--- src/pcs_pkg.sv ---
// constants, register map and carrier types of the companion supervisor
// assumes a 10 MHz system clock and an already decoded register port
`default_nettype none
package pcs_pkg;
  // ==========================================
  // timing
  localparam int CLK_HZ   = 10_000_000;
  localparam int HOLD_MS  = 100;
  localparam int STEP_MS  = 100;
  localparam int DEB_MS   = 10;
  localparam int CAL_HZ   = 512;
  localparam int HOLD_CYC = CLK_HZ / 1000 * HOLD_MS;
  localparam int STEP_CYC = CLK_HZ / 1000 * STEP_MS;
  localparam int DEB_CYC  = CLK_HZ / 1000 * DEB_MS;
  localparam int CAL_HALF = CLK_HZ / (2 * CAL_HZ);
  localparam int TMR_W    = 24;
  // ==========================================
  // register offsets
  localparam logic [7:0] A_CTL0  = 8'h00;
  localparam logic [7:0] A_FLAGS = 8'h09;
  localparam logic [7:0] A_WDOG  = 8'h0A;
  localparam logic [7:0] A_CFG   = 8'h0B;
  localparam logic [7:0] A_ECTL  = 8'h0C;
  localparam logic [7:0] A_C1L   = 8'h0D;
  localparam logic [7:0] A_C1H   = 8'h0E;
  localparam logic [7:0] A_C2L   = 8'h0F;
  localparam logic [7:0] A_C2H   = 8'h10;
  localparam logic [7:0] A_SN0   = 8'h11;
  localparam logic [7:0] A_SN7   = 8'h18;
  // ==========================================
  // fields
  localparam int B_WDF  = 7;
  localparam int B_LVF  = 6;
  localparam int B_WDE  = 7;
  localparam int B_LOCK = 7;
  localparam int B_POL1 = 0;
  localparam int B_POL2 = 1;
  localparam int B_CASC = 2;
  localparam int B_SNAP = 3;
  localparam int B_TRIM = 2;
  localparam logic [3:0] WD_KEY = 4'hA;
  localparam logic [4:0] TO_MAX = 5'h1F;
  localparam logic [4:0] TO_MIN = 5'h01;
  localparam logic [7:0] R_ZERO = 8'h00;
  // ==========================================
  // types
  typedef struct packed {
    logic       wr;
    logic       rd;
    logic [7:0] addr;
    logic [7:0] wdata;
  } pcs_req_s;
  typedef enum logic [1:0] {
    RS_RUN  = 2'b00,
    RS_LOWV = 2'b01,
    RS_HOLD = 2'b10
  } pcs_rst_e;
endpackage
`default_nettype wire

--- src/pcs_tick.sv ---
// interval counter: done pulses after lim+1 cycles of run
// assumes clr and run are synchronous to clk
`default_nettype none
module pcs_tick #(
  parameter int W = 24
) (
  // clock and reset
  input  wire logic         clk,
  input  wire logic         rst,
  // control
  input  wire logic         run,
  input  wire logic         clr,
  input  wire logic [W-1:0] lim,
  // result
  output logic              done
);
  logic [W-1:0] cnt;
  assign done = run & ~clr & (cnt == lim);
  always_ff @(posedge clk or posedge rst) begin
    if (rst) cnt <= '0;
    else if (clr | done) cnt <= '0;
    else if (run) cnt <= cnt + 1'b1;
  end
endmodule
`default_nettype wire

--- src/pcs_evcnt.sv ---
// one 16-bit event counter with edge select and byte loads
// assumes ev already synchronous to clk
`default_nettype none
module pcs_evcnt #(
  parameter int W = 16
) (
  // clock and reset
  input  wire logic         clk,
  input  wire logic         rst,
  // event input
  input  wire logic         ev,
  input  wire logic         pol,
  input  wire logic         blk,
  input  wire logic         use_ext,
  input  wire logic         ext_inc,
  // byte loads
  input  wire logic         ld_lo,
  input  wire logic         ld_hi,
  input  wire logic [7:0]   wdata,
  // state
  output logic [W-1:0]      count,
  output logic              wrap
);
  logic ev_q;
  logic edge_seen;
  logic inc;
  // pol low counts rising, high counts falling
  assign edge_seen = pol ? (ev_q & ~ev) : (~ev_q & ev);
  assign inc  = ~blk & (use_ext ? ext_inc : edge_seen);
  assign wrap = inc & (&count);
  always_ff @(posedge clk or posedge rst) begin
    if (rst) ev_q <= 1'b0;
    else ev_q <= ev;
  end
  always_ff @(posedge clk or posedge rst) begin
    if (rst) count <= '0;
    else if (ld_lo | ld_hi) begin
      if (ld_lo) count[7:0] <= wdata;
      if (ld_hi) count[15:8] <= wdata;
    end
    else if (inc) count <= count + 1'b1;
  end
endmodule
`default_nettype wire

--- src/pcs_top.sv ---
// companion supervisor: reset supervisor, watchdog, comparator, counters, serial id
// assumes register requests decoded from the serial bus, analog levels as digital flags
// Overview of operation
// - drive reset low while supply below trip
// - keep reset low 100 ms after supply recovers
// - low supply: ignore bus, stop watchdog
// - trip point chosen by two config bits
// - timeout code counts 100 ms steps
// - watchdog drives reset only when enabled
// - watchdog restarts when reset pulse releases
// - disabled watchdog still sets fault flag
// - maximum timeout code stops watchdog counter
// - key nibble restarts watchdog, loads timeout
// - debounced external low gives 100 ms reset
// - sticky source flags cleared only by software
// - comparator drives fail output, rising hysteresis
// - trim mode outputs 512 Hz square wave
// - two 16-bit edge counters
// - per-counter edge polarity bits
// - counter bytes readable and writable
// - snapshot bit freezes all four bytes
// - counter writes block incoming counts
// - cascade makes one 32-bit counter
// - serial bytes lockable, lock is permanent
`default_nettype none
module pcs_top
  import pcs_pkg::*;
#(
  parameter int HOLD_CYCLES = HOLD_CYC,
  parameter int STEP_CYCLES = STEP_CYC,
  parameter int DEB_CYCLES  = DEB_CYC,
  parameter int CAL_CYCLES  = CAL_HALF
) (
  // clock and reset
  input  wire logic     CLOCK,
  input  wire logic     RST,
  // register port
  input  wire pcs_req_s REG_REQ,
  output logic [7:0]    REG_RDATA,
  output logic          REG_RVALID,
  // supply comparators, bit i set when below trip level i
  input  wire logic [3:0] SUPPLY_BELOW,
  // open-drain reset pin
  input  wire logic     RST_N_IN,
  output logic          RST_N_OUT,
  output logic          RST_N_OE,
  // power-fail comparator
  input  wire logic     PF_BELOW_REF,
  input  wire logic     PF_ABOVE_HYST,
  output logic          TUNE_OR_FAIL_OUT,
  // event inputs
  input  wire logic     EVENT_IN_ONE,
  input  wire logic     EVENT_IN_TWO
);
  // ==========================================
  // declarations
  pcs_rst_e         state;
  pcs_rst_e         next_state;
  logic [7:0]       ctl0;
  logic [7:0]       wd_setup;
  logic [7:0]       cfg;
  logic [7:0]       ectl;
  logic [7:0]       serial [8];
  logic [31:0]      snap;
  logic             wd_flag;
  logic             lv_flag;
  logic             hold_lv;
  logic [4:0]       wd_cnt;
  logic [4:0]       wd_lim;
  logic             pf_state;
  logic             sq;
  logic [15:0]      cnt_one;
  logic [15:0]      cnt_two;
  logic             wrap_one;
  logic             low;
  logic             bus_ok;
  logic             we;
  logic [7:0]       wd;
  logic [7:0]       ad;
  logic             wr_ctl0;
  logic             wr_flags;
  logic             wr_wdog;
  logic             wr_cfg;
  logic             wr_ectl;
  logic             wr_c1l;
  logic             wr_c1h;
  logic             wr_c2l;
  logic             wr_c2h;
  logic             sn_hit;
  logic [2:0]       sn_idx;
  logic             sn_wr;
  logic             cnt_blk;
  logic             key_wr;
  logic             wd_run;
  logic             wd_step;
  logic [4:0]       wd_cnt_nx;
  logic             expire;
  logic             hold_done;
  logic             man_done;
  logic             cal_flip;
  logic             released;
  logic             wd_restart;
  logic             trim;
  logic [4:0]       to_code;
  logic             wd_enable;
  logic             casc;
  logic             next_wd_flag;
  logic             next_lv_flag;
  logic [7:0]       rd_mux;

  function automatic logic hit(input logic [7:0] a, input logic [7:0] b);
    hit = (a == b);
  endfunction

  // ==========================================
  // register decode
  assign ad       = REG_REQ.addr;
  assign wd       = REG_REQ.wdata;
  assign low      = SUPPLY_BELOW[cfg[1:0]];
  // no bus access until the low-supply reset is fully over
  assign bus_ok   = ~low & (state != RS_LOWV) & ~hold_lv;
  assign we       = REG_REQ.wr & bus_ok;
  assign wr_ctl0  = we & hit(ad, A_CTL0);
  assign wr_flags = we & hit(ad, A_FLAGS);
  assign wr_wdog  = we & hit(ad, A_WDOG);
  assign wr_cfg   = we & hit(ad, A_CFG);
  assign wr_ectl  = we & hit(ad, A_ECTL);
  assign wr_c1l   = we & hit(ad, A_C1L);
  assign wr_c1h   = we & hit(ad, A_C1H);
  assign wr_c2l   = we & hit(ad, A_C2L);
  assign wr_c2h   = we & hit(ad, A_C2H);
  assign sn_hit   = (ad >= A_SN0) & (ad <= A_SN7);
  assign sn_idx   = 3'(ad - A_SN0);
  assign sn_wr    = we & sn_hit & ~cfg[B_LOCK];
  assign cnt_blk  = wr_c1l | wr_c1h | wr_c2l | wr_c2h;
  assign key_wr   = wr_flags & (wd[3:0] == WD_KEY);
  assign trim     = ctl0[B_TRIM];
  assign to_code  = wd_setup[4:0];
  assign wd_enable      = wd_setup[B_WDE];
  assign casc     = ectl[B_CASC];

  // ==========================================
  // watchdog
  assign wd_run     = (state == RS_RUN) & ~low & (to_code != TO_MAX);
  assign wd_cnt_nx  = wd_cnt + TO_MIN;
  assign expire     = wd_step & (wd_cnt_nx >= wd_lim);
  assign released   = (state == RS_HOLD) & hold_done;
  // free running: an expiry starts the next period at once
  assign wd_restart = key_wr | released | expire;

  pcs_tick #(.W(TMR_W)) u_step (
    .clk  (CLOCK),
    .rst  (RST),
    .run  (wd_run),
    .clr  (key_wr | released),
    .lim  (TMR_W'(STEP_CYCLES - 1)),
    .done (wd_step)
  );

  always_ff @(posedge CLOCK or posedge RST) begin
    if (RST) wd_cnt <= '0;
    else if (wd_restart) wd_cnt <= '0;
    else if (wd_step) wd_cnt <= wd_cnt_nx;
  end

  // code zero is treated as one step
  always_ff @(posedge CLOCK or posedge RST) begin
    if (RST) wd_lim <= TO_MIN;
    else if (key_wr) wd_lim <= (to_code == 5'h00) ? TO_MIN : to_code;
    else if (released) wd_lim <= (to_code == 5'h00) ? TO_MIN : to_code;
  end

  // ==========================================
  // reset sequencer
  pcs_tick #(.W(TMR_W)) u_hold (
    .clk  (CLOCK),
    .rst  (RST),
    .run  (state == RS_HOLD),
    .clr  (state != RS_HOLD),
    .lim  (TMR_W'(HOLD_CYCLES - 1)),
    .done (hold_done)
  );

  // pin reads low while held by us, so only look in run state
  pcs_tick #(.W(TMR_W)) u_deb (
    .clk  (CLOCK),
    .rst  (RST),
    .run  ((state == RS_RUN) & ~RST_N_IN),
    .clr  (RST_N_IN | (state != RS_RUN)),
    .lim  (TMR_W'(DEB_CYCLES - 1)),
    .done (man_done)
  );

  always_comb begin
    next_state = state;
    case (state)
      RS_RUN: begin
        if (man_done) next_state = RS_HOLD;
        else if (expire & wd_enable) next_state = RS_HOLD;
      end
      RS_LOWV: begin
        if (~low) next_state = RS_HOLD;
      end
      RS_HOLD: begin
        if (hold_done) next_state = RS_RUN;
      end
      default: next_state = RS_LOWV;
    endcase
    if (low) next_state = RS_LOWV;
  end

  always_ff @(posedge CLOCK or posedge RST) begin
    if (RST) state <= RS_LOWV;
    else state <= next_state;
  end

  always_ff @(posedge CLOCK or posedge RST) begin
    if (RST) hold_lv <= 1'b1;
    else if (state == RS_LOWV) hold_lv <= 1'b1;
    else if (state == RS_RUN) hold_lv <= 1'b0;
  end

  // drive low during every non-run state
  always_ff @(posedge CLOCK or posedge RST) begin
    if (RST) begin
      RST_N_OE  <= 1'b1;
      RST_N_OUT <= 1'b0;
    end
    else begin
      RST_N_OE  <= (next_state != RS_RUN);
      RST_N_OUT <= 1'b0;
    end
  end

  // ==========================================
  // source flags, set wins over clear
  assign next_wd_flag = expire | (wd_flag & ~(wr_flags & ~wd[B_WDF]));
  assign next_lv_flag = ((state != RS_LOWV) & (next_state == RS_LOWV))
                      | (lv_flag & ~(wr_flags & ~wd[B_LVF]));

  always_ff @(posedge CLOCK or posedge RST) begin
    if (RST) begin
      wd_flag <= 1'b0;
      lv_flag <= 1'b1;
    end
    else begin
      wd_flag <= next_wd_flag;
      lv_flag <= next_lv_flag;
    end
  end

  // ==========================================
  // configuration registers
  always_ff @(posedge CLOCK or posedge RST) begin
    if (RST) begin
      ctl0     <= R_ZERO;
      wd_setup <= R_ZERO;
      cfg      <= R_ZERO;
      ectl     <= R_ZERO;
    end
    else begin
      if (wr_ctl0) ctl0 <= wd & (8'h01 << B_TRIM);
      if (wr_wdog) wd_setup <= wd & 8'h9F;
      if (wr_cfg) cfg <= {cfg[B_LOCK] | wd[B_LOCK], wd[6:0]};
      if (wr_ectl) ectl <= wd & 8'h0F;
    end
  end

  generate
    for (genvar i = 0; i < 8; i++) begin : g_sn
      always_ff @(posedge CLOCK or posedge RST) begin
        if (RST) serial[i] <= R_ZERO;
        else if (sn_wr & (sn_idx == 3'(i))) serial[i] <= wd;
      end
    end
  endgenerate

  // ==========================================
  // event counters
  pcs_evcnt #(.W(16)) u_cnt_one (
    .clk     (CLOCK),
    .rst     (RST),
    .ev      (EVENT_IN_ONE),
    .pol     (ectl[B_POL1]),
    .blk     (cnt_blk),
    .use_ext (1'b0),
    .ext_inc (1'b0),
    .ld_lo   (wr_c1l),
    .ld_hi   (wr_c1h),
    .wdata   (wd),
    .count   (cnt_one),
    .wrap    (wrap_one)
  );

  // in cascade the second counter takes the first one's carry
  pcs_evcnt #(.W(16)) u_cnt_two (
    .clk     (CLOCK),
    .rst     (RST),
    .ev      (EVENT_IN_TWO),
    .pol     (ectl[B_POL2]),
    .blk     (cnt_blk),
    .use_ext (casc),
    .ext_inc (wrap_one),
    .ld_lo   (wr_c2l),
    .ld_hi   (wr_c2h),
    .wdata   (wd),
    .count   (cnt_two),
    .wrap    ()
  );

  always_ff @(posedge CLOCK or posedge RST) begin
    if (RST) snap <= '0;
    else if (wr_ectl & wd[B_SNAP]) snap <= {cnt_two, cnt_one};
  end

  // ==========================================
  // comparator and trim output
  pcs_tick #(.W(TMR_W)) u_cal (
    .clk  (CLOCK),
    .rst  (RST),
    .run  (trim),
    .clr  (~trim),
    .lim  (TMR_W'(CAL_CYCLES - 1)),
    .done (cal_flip)
  );

  always_ff @(posedge CLOCK or posedge RST) begin
    if (RST) sq <= 1'b0;
    else if (~trim) sq <= 1'b0;
    else if (cal_flip) sq <= ~sq;
  end

  // fall at the reference, rise only past the hysteresis level
  always_ff @(posedge CLOCK or posedge RST) begin
    if (RST) pf_state <= 1'b1;
    else if (PF_BELOW_REF) pf_state <= 1'b0;
    else if (PF_ABOVE_HYST) pf_state <= 1'b1;
  end

  always_ff @(posedge CLOCK or posedge RST) begin
    if (RST) TUNE_OR_FAIL_OUT <= 1'b1;
    else TUNE_OR_FAIL_OUT <= trim ? sq : pf_state;
  end

  // ==========================================
  // read back, counters come from the snapshot
  assign rd_mux = hit(ad, A_CTL0)  ? ctl0 :
                  hit(ad, A_FLAGS) ? {wd_flag, lv_flag, 6'h00} :
                  hit(ad, A_WDOG)  ? wd_setup :
                  hit(ad, A_CFG)   ? cfg :
                  hit(ad, A_ECTL)  ? ectl :
                  hit(ad, A_C1L)   ? snap[7:0] :
                  hit(ad, A_C1H)   ? snap[15:8] :
                  hit(ad, A_C2L)   ? snap[23:16] :
                  hit(ad, A_C2H)   ? snap[31:24] :
                  sn_hit           ? serial[sn_idx] : R_ZERO;

  always_ff @(posedge CLOCK or posedge RST) begin
    if (RST) begin
      REG_RDATA  <= R_ZERO;
      REG_RVALID <= 1'b0;
    end
    else begin
      REG_RVALID <= REG_REQ.rd & bus_ok;
      REG_RDATA  <= (REG_REQ.rd & bus_ok) ? rd_mux : R_ZERO;
    end
  end
endmodule
`default_nettype wire

--- config.mk ---
export PLATFORM = sky130hd
export DESIGN_NAME = pcs_top
export DESIGN_NICKNAME = d
export VERILOG_FILES = /design/src/pcs_pkg.sv /design/src/pcs_tick.sv /design/src/pcs_evcnt.sv /design/src/pcs_top.sv
export SDC_FILE = /design/constraint.sdc
export NUM_CORES = 1
export LEC_CHECK = 0
export BUFFER_PORTS_ARGS = -buffer_cell sky130_fd_sc_hd__buf_2
export CAP_MARGIN = 20
export CORE_ASPECT_RATIO = 0.9
export CORE_MARGIN = 2
export CORE_UTILIZATION = 41
export DETAILED_ROUTE_END_ITERATION = 12
export SYNTH_ARGS = -nofsm -noshare
export SYNTH_HDL_FRONTEND = slang
export SYNTH_HIERARCHICAL = 1
export SYNTH_SLANG_ARGS = --single-unit
--- constraint.sdc ---
create_clock -name CLOCK -period 6.25 [get_ports CLOCK]
set_input_delay 1.25 -clock CLOCK [delete_from_list [all_inputs] [get_ports CLOCK]]
set_output_delay 1.25 -clock CLOCK [all_outputs]
set_load 0.02 [all_outputs]
==> flow_summary.ini, run 1 <==
[run_status]
status = complete, no violations

[clock_tree]
cts_hold_buf = 0
tritoncts_clock_tree = built
clock_tree.buffer_depth = 3
cts_post_setup_buffers_inserted = 0
ctsResizeCount = 0
worstSkewPairLatency_ns = 0.58
cts-htree-levels = 1
clkSlewWorstSetupHoldPaths_ns = 0.06
cts_num_sinks = 273
cts_made_buffers = 31
ctsRootBufferMaster = sky130_fd_sc_hd__clkbuf_16

[timing]
final_min_period_over_clock_period_pct = 67.8
setup_viol = 0
setup_repair_after_global_routing_missed_its_margin = no
timing.clock.skew_ns = 0.0278
fmax_mhz = 236
worstMarginPinSlew_ns = 1.09
timing_max_transition_violations_final = 0
timing.slew.headroom_pct = 27.5
setup_tns_ns = 0
timing.final.ws_setup_ns = 2.01
post-route-min-period_ns = 4.24
count_of_final_hold_check_violations = 0

[place]
post_detailed_placement_half_perimeter_wirelength_mm = 26.3
place.port_buffers = 39
placed_cell_area_um2 = 16500
finalWeightedCongestion = 0.892
place_ws_ns = 1.43

[grt]
number_of_antenna_violations_at_the_first_check_in_global_routing = 0
grt_pass1_wl_mm = 62.1
grtUsageTotal_pct = 19.4
grt_start_max_net_pins = 87
gr-total-overflow = 0
first_global_vias = 11200

[critical_path]
timing.critical_path.arrival_ns = 4.74
crit_type = primary input to register
critPathMaxFanout = 19
worstSetupEndpointType = register
worst_setup_path_start_kind = primary input
timing.reg2reg.setup_slack_ns = 2.10
worst_ep_required_time_ns = 6.75

[power]
total_power_w = 0.00447
p_sw_w = 0.00121
p_int_w = 0.00326
powerDensity_nw_per_um2 = 253
switching_share_pct = 27.0
power.ir.vdd_worst_v = 0.000197
clock_power_share_pct = 42.6
total_leakage_power_nw = 7.37
combinationalPowerShare_pct = 11.6
seq_power_share_pct = 45.8

[floorplan]
start_util_pct = 41.8
core_area_um2 = 37400
io-pin-count = 41
die_width_um = 210
fp.dieArea_um2 = 39700
die_h_um = 189
row_count = 67

[finish]
insertedDiodeCount = 0
flow.area_growth_from_synthesis_pct = 13.2
final_net_count = 1620
finalCoreUtilization_pct = 47.3
n_fill_cell = 3520
post_route_cells_drive_above_1_share_pct = 18.6
final_design_area_no_fill_um2 = 17700

[synth]
average_cell_area_after_synthesis_um2 = 10.5
syn_std_cell_area_um2 = 15600
post_synth_inst_count = 1487
yosys_warnings = 6

[detailed_routing]
remaining_drc_errors = 0
dr.pass1.iters = 5
final_antenna_net_count = 0
detail_route.iter0.violations = 800
detailroute.via_count = 11700
routed_via_density = 5.61
detail_route.wl_per_cell_um = 18.5
routed_wirelength_mm = 38.5

[worst_hold_path]
min-delay-path-class = register to register

[job]
max-cap-violations = 0
-- per-layer routing --
metal	global-route usage (%)	vias up	wire, µm
met2	29.8	217	17400
met3	3.07	46	1610
met1	28.7	5815	18700
met4	4.31	0	751
met5	0	-	0
li1	-	5592	-
-- power by group through the flow --
| stage | sequential [W] | combinational [W] | clock (W) |
|---|---|---|---|
| 4_1_cts | 0.00205 | 0.000516 | 0.00196 |
| 3_5_place_dp | 0.00208 | 0.000512 | 0 |
| 2_1_floorplan | 0.00201 | 0.000426 | 0 |
| 6_report | 0.00205 | 0.000517 | 0.00190 |
| 5_1_grt | 0.00206 | 0.000580 | 0.00202 |
| 3_3_place_gp | 0.00207 | 0.000500 | 0 |
-- final timing paths --
path / from / cells after the start / endpoint
worst max-delay path: REG_REQ[8] / 15 / u_cnt_two/count[12]
worst min-delay path: serial[51] / 1 / serial[51]
worst max register to register: state[0] / 12 / wd_cnt[0]
worst min register to register: serial[51] / 1 / serial[51]
max in group asynchronous: RST / 3 / REG_RDATA[7]
min in group asynchronous: RST / 2 / u_deb/cnt[2]
-- metrics by stage --
| stage | hold WS [ns] | instances |
|---|---|---|
| finish | 0.503 | 2082 |
| CTS | 0.502 | 2080 |
| global route | 0.514 | 2082 |
| floorplan | 0.442 | 1586 |
| detailed placement | 0.485 | 2022 |
| global placement | 0.472 | 2022 |
-- final cells by class --
cell class,count,area [µm²],area share [%]
clock inverter,15,189,1.07
tap,483,604,3.42
multi-input combinational,1178,8660,49.0
clock buffer,43,881,4.98
sequential,273,6840,38.7
inverter,32,125,0.708
timing repair buffer,58,378,2.14
-- worst max-delay path, stage by stage --
cell	delay (ns)
sky130_fd_sc_hd__buf_2	0.49
sky130_fd_sc_hd__inv_1	0.18
sky130_fd_sc_hd__ha_1	0.38
sky130_fd_sc_hd__or3b_2	0.31
sky130_fd_sc_hd__nor2_1	0.15
sky130_fd_sc_hd__nor3_1	0.21
sky130_fd_sc_hd__nor2_1	0.07
sky130_fd_sc_hd__inv_1	0.14
sky130_fd_sc_hd__nand2_1	0.07
sky130_fd_sc_hd__nor4_1	0.27
sky130_fd_sc_hd__nand2b_1	0.19
sky130_fd_sc_hd__o311ai_4	0.19
sky130_fd_sc_hd__o21ai_2	0.54
sky130_fd_sc_hd__a21oi_1	0.13
sky130_fd_sc_hd__a21oi_1	0.15
-- sequential cells by signal (all words and copies together), names as in the netlist, 2 cells and up --
name	count
u_deb/cnt	24
wd_setup	6
snap	32
u_cnt_one/count	16
state	2
u_cnt_two/count	16
wd_lim	5
wd_cnt	5
u_step/cnt	24
cfg	8
u_hold/cnt	24
ectl	4
u_cal/cnt	24
REG_RDATA	8
serial	64
-- cell usage in the layout (no fill, tap or decap), drive strengths merged, types with 5 or more instances in the layout --
| cell | instances |
|---|---|
| xor2 | 20 |
| nor2 | 38 |
| nand2 | 102 |
| mux2i | 14 |
| xnor2 | 147 |
| clkbuf | 43 |
| nand4 | 61 |
| a211oi | 58 |
| inv | 35 |
| and3 | 15 |
| nor3 | 37 |
| nor4b | 5 |
| a21o | 13 |
| o22ai | 12 |
| nor4 | 19 |
| dfstp | 7 |
| nand3b | 7 |
| a22oi | 6 |
| nand2b | 6 |
| or3 | 32 |
| mux4 | 17 |
| buf | 58 |
| nor3b | 6 |
| conb | 101 |
| dfrtp | 266 |
| o21ai | 89 |
| o31ai | 5 |
| a31oi | 7 |
| ha | 17 |
| or4 | 13 |
| a221oi | 41 |
| and4 | 9 |
| nand3 | 59 |
| and2 | 13 |
| a21oi | 50 |
| a31o | 5 |
| clkinv | 8 |
| mux2 | 116 |
No activity file was read; power rests on OpenSTA's default activity.
==> run 2: changes to the inputs <==
==> constraint.sdc (replaced) <==
create_clock -name CLOCK -period 4.18 [get_ports CLOCK]
set_input_delay 0.836 -clock CLOCK [delete_from_list [all_inputs] [get_ports CLOCK]]
set_output_delay 0.836 -clock CLOCK [all_outputs]
set_load 0.02 [all_outputs]
==> run 2 against run 1 <==
  * Cell count is 0.96% higher
  * Combinational power is 54% higher
  * Global-route usage is 0.84 points higher
==> flow_summary.ini, run 2 (synthesized netlist as in run 1, its figures left out) <==
[power]
seq_power_share_pct = 46.2
p_int_w = 0.00480
combinationalPowerShare_pct = 12.0
clock_power_share_pct = 41.8
total_leakage_power_nw = 7.44
power.ir.vdd_worst_v = 0.000296
switching_share_pct = 27.4
powerDensity_nw_per_um2 = 371
p_sw_w = 0.00181

[floorplan]
core_area_um2 = 37400
io-pin-count = 41
start_util_pct = 41.8
row_count = 67
fp.dieArea_um2 = 39700
die_width_um = 210
die_h_um = 189

[detailed_routing]
final_antenna_net_count = 0
remaining_drc_errors = 0
detail_route.wl_per_cell_um = 18.9
detail_route.iter0.violations = 825
dr.pass1.iters = 6
detailroute.via_count = 11800
routed_wirelength_mm = 39.7
routed_via_density = 5.62

[place]
finalWeightedCongestion = 0.910
placed_cell_area_um2 = 16700
place.port_buffers = 39
post_detailed_placement_half_perimeter_wirelength_mm = 26.9

[critical_path]
reg2reg_from = cfg[0]
timing.critical_path.arrival_ns = 3.90
worstSetupEndpointType = register
startpoint = cfg[0]
crit_type = register to register
critPathMaxFanout = 7
worst_setup_path_start_kind = register
worst_ep_required_time_ns = 4.67

[clock_tree]
cts-htree-levels = 1
cts_hold_buf = 0
clkSlewWorstSetupHoldPaths_ns = 0.06
cts_num_sinks = 273
tritoncts_clock_tree = built
ctsResizeCount = 0
ctsRootBufferMaster = sky130_fd_sc_hd__clkbuf_16
clock_tree.buffer_depth = 3
worstSkewPairLatency_ns = 0.58
cts_made_buffers = 31
cts_post_setup_buffers_inserted = 0

[finish]
final-seq-area_um2 = 6840
mostFrequentLayoutCells = sky130_fd_sc_hd__dfrtp_1 (266), sky130_fd_sc_hd__xnor2_1 (147), sky130_fd_sc_hd__nand2_1 (101), sky130_fd_sc_hd__conb_1 (101)
flow.area_growth_from_synthesis_pct = 14.0
multi_input_area_um2 = 8660
max_reg_flops = 64
layout_commonest_cell = sky130_fd_sc_hd__dfrtp_1
final_design_area_no_fill_um2 = 17800
top_regs = serial x64, snap x32
n_fill_cell = 3493
final_net_count = 1642
insertedDiodeCount = 0
registers.top_by_ff_count = serial
post_route_cells_drive_above_1_share_pct = 19.5

[run_status]
status = complete, no violations

[grt]
gr-total-overflow = 0
first_global_vias = 11600
grtUsageTotal_pct = 20.2
grt_start_max_net_pins = 78
grt_pass1_wl_mm = 64.6
number_of_antenna_violations_at_the_first_check_in_global_routing = 0

[timing]
post-route-min-period_ns = 3.40
timing_max_transition_violations_final = 0
setup_repair_after_global_routing_missed_its_margin = no
timing.clock.skew_ns = 0.0167
timing.slew.headroom_pct = 30.1
fmax_mhz = 294
worstMarginPinSlew_ns = 1.04
setup_tns_ns = 0
final_min_period_over_clock_period_pct = 81.4
count_of_final_hold_check_violations = 0
setup_viol = 0

[worst_hold_path]
min-delay-path-class = primary input to async pin

[job]
max-cap-violations = 0
==> run 2: cell count changes in the layout (fill, tap and decap cells not counted), sizes merged <==
cell / before / now
inv: 35 / 32
buf: 58 / 80
bufinv: 4 / 3
clkinvlp: 0 / 2
==> run 2: layout make-up <==
class	count	area share, %
timing repair buffer	80	3.12
multi-input combinational	1178	48.6
sequential	273	38.4
clock buffer	43	4.89
tap	483	3.39
clock inverter	13	0.864
inverter	32	0.696
==> run 2: worst paths after layout <==
| path | end | depth (start not counted) | slack, ns |
|---|---|---|---|
| max | u_step/cnt[23] | 6 | 0.78 |
| min in group CLOCK | pf_state | 2 | 0.36 |
| min | u_cal/cnt[7] | 2 | 0.33 |
| max in group asynchronous | snap[18] | 3 | 2.73 |
| max reg2reg | u_step/cnt[23] | 6 | 0.78 |
| min reg2reg | serial[17] | 1 | 0.50 |
==> run 2: metal layers <==
layer | track usage (%) | share of wire, % | vias up
li1 | - | - | 5637
met1 | 29.5 | 48 | 5852
met2 | 31.4 | 45 | 257
met3 | 3.15 | 4.4 | 62
met4 | 5.07 | 2.5 | 0
met5 | 0 | 0 | -
==> run 2: power by group through the flow <==
stage / Clock, W / Combinational, W / Sequential (W)
after floorplan: 0 / 0.000638 / 0.00300
after global placement: 0 / 0.000770 / 0.00309
after detailed placement: 0 / 0.000788 / 0.00310
after CTS: 0.00283 / 0.000794 / 0.00305
after global routing: 0.00293 / 0.000893 / 0.00308
final: 0.00276 / 0.000794 / 0.00305
==> run 2: critical path, cell delays in order (launching register included) <==
cell                        delay [ns]
sky130_fd_sc_hd__dfrtp_1          0.47
sky130_fd_sc_hd__mux4_2           0.65
sky130_fd_sc_hd__a2111oi_2        0.46
sky130_fd_sc_hd__nand4_2          0.24
sky130_fd_sc_hd__or4_1            0.69
sky130_fd_sc_hd__or4_4            0.56
sky130_fd_sc_hd__a221oi_2         0.24
==> run 2: per-stage QoR <==
stage	hold slack, ns	std cells	total power, W	setup WS, ns	utilization [%]
after global routing	0.318	2102	0.00690	0.623	47.6
after detailed placement	0.478	2044	0.00389	0.398	44.7
after global placement	0.476	2044	0.00386	0.470	44.7
after floorplan	0.442	1586	0.00364	0.141	-
after CTS	0.336	2100	0.00668	0.768	47.5
final	0.327	2102	0.00661	0.776	47.6
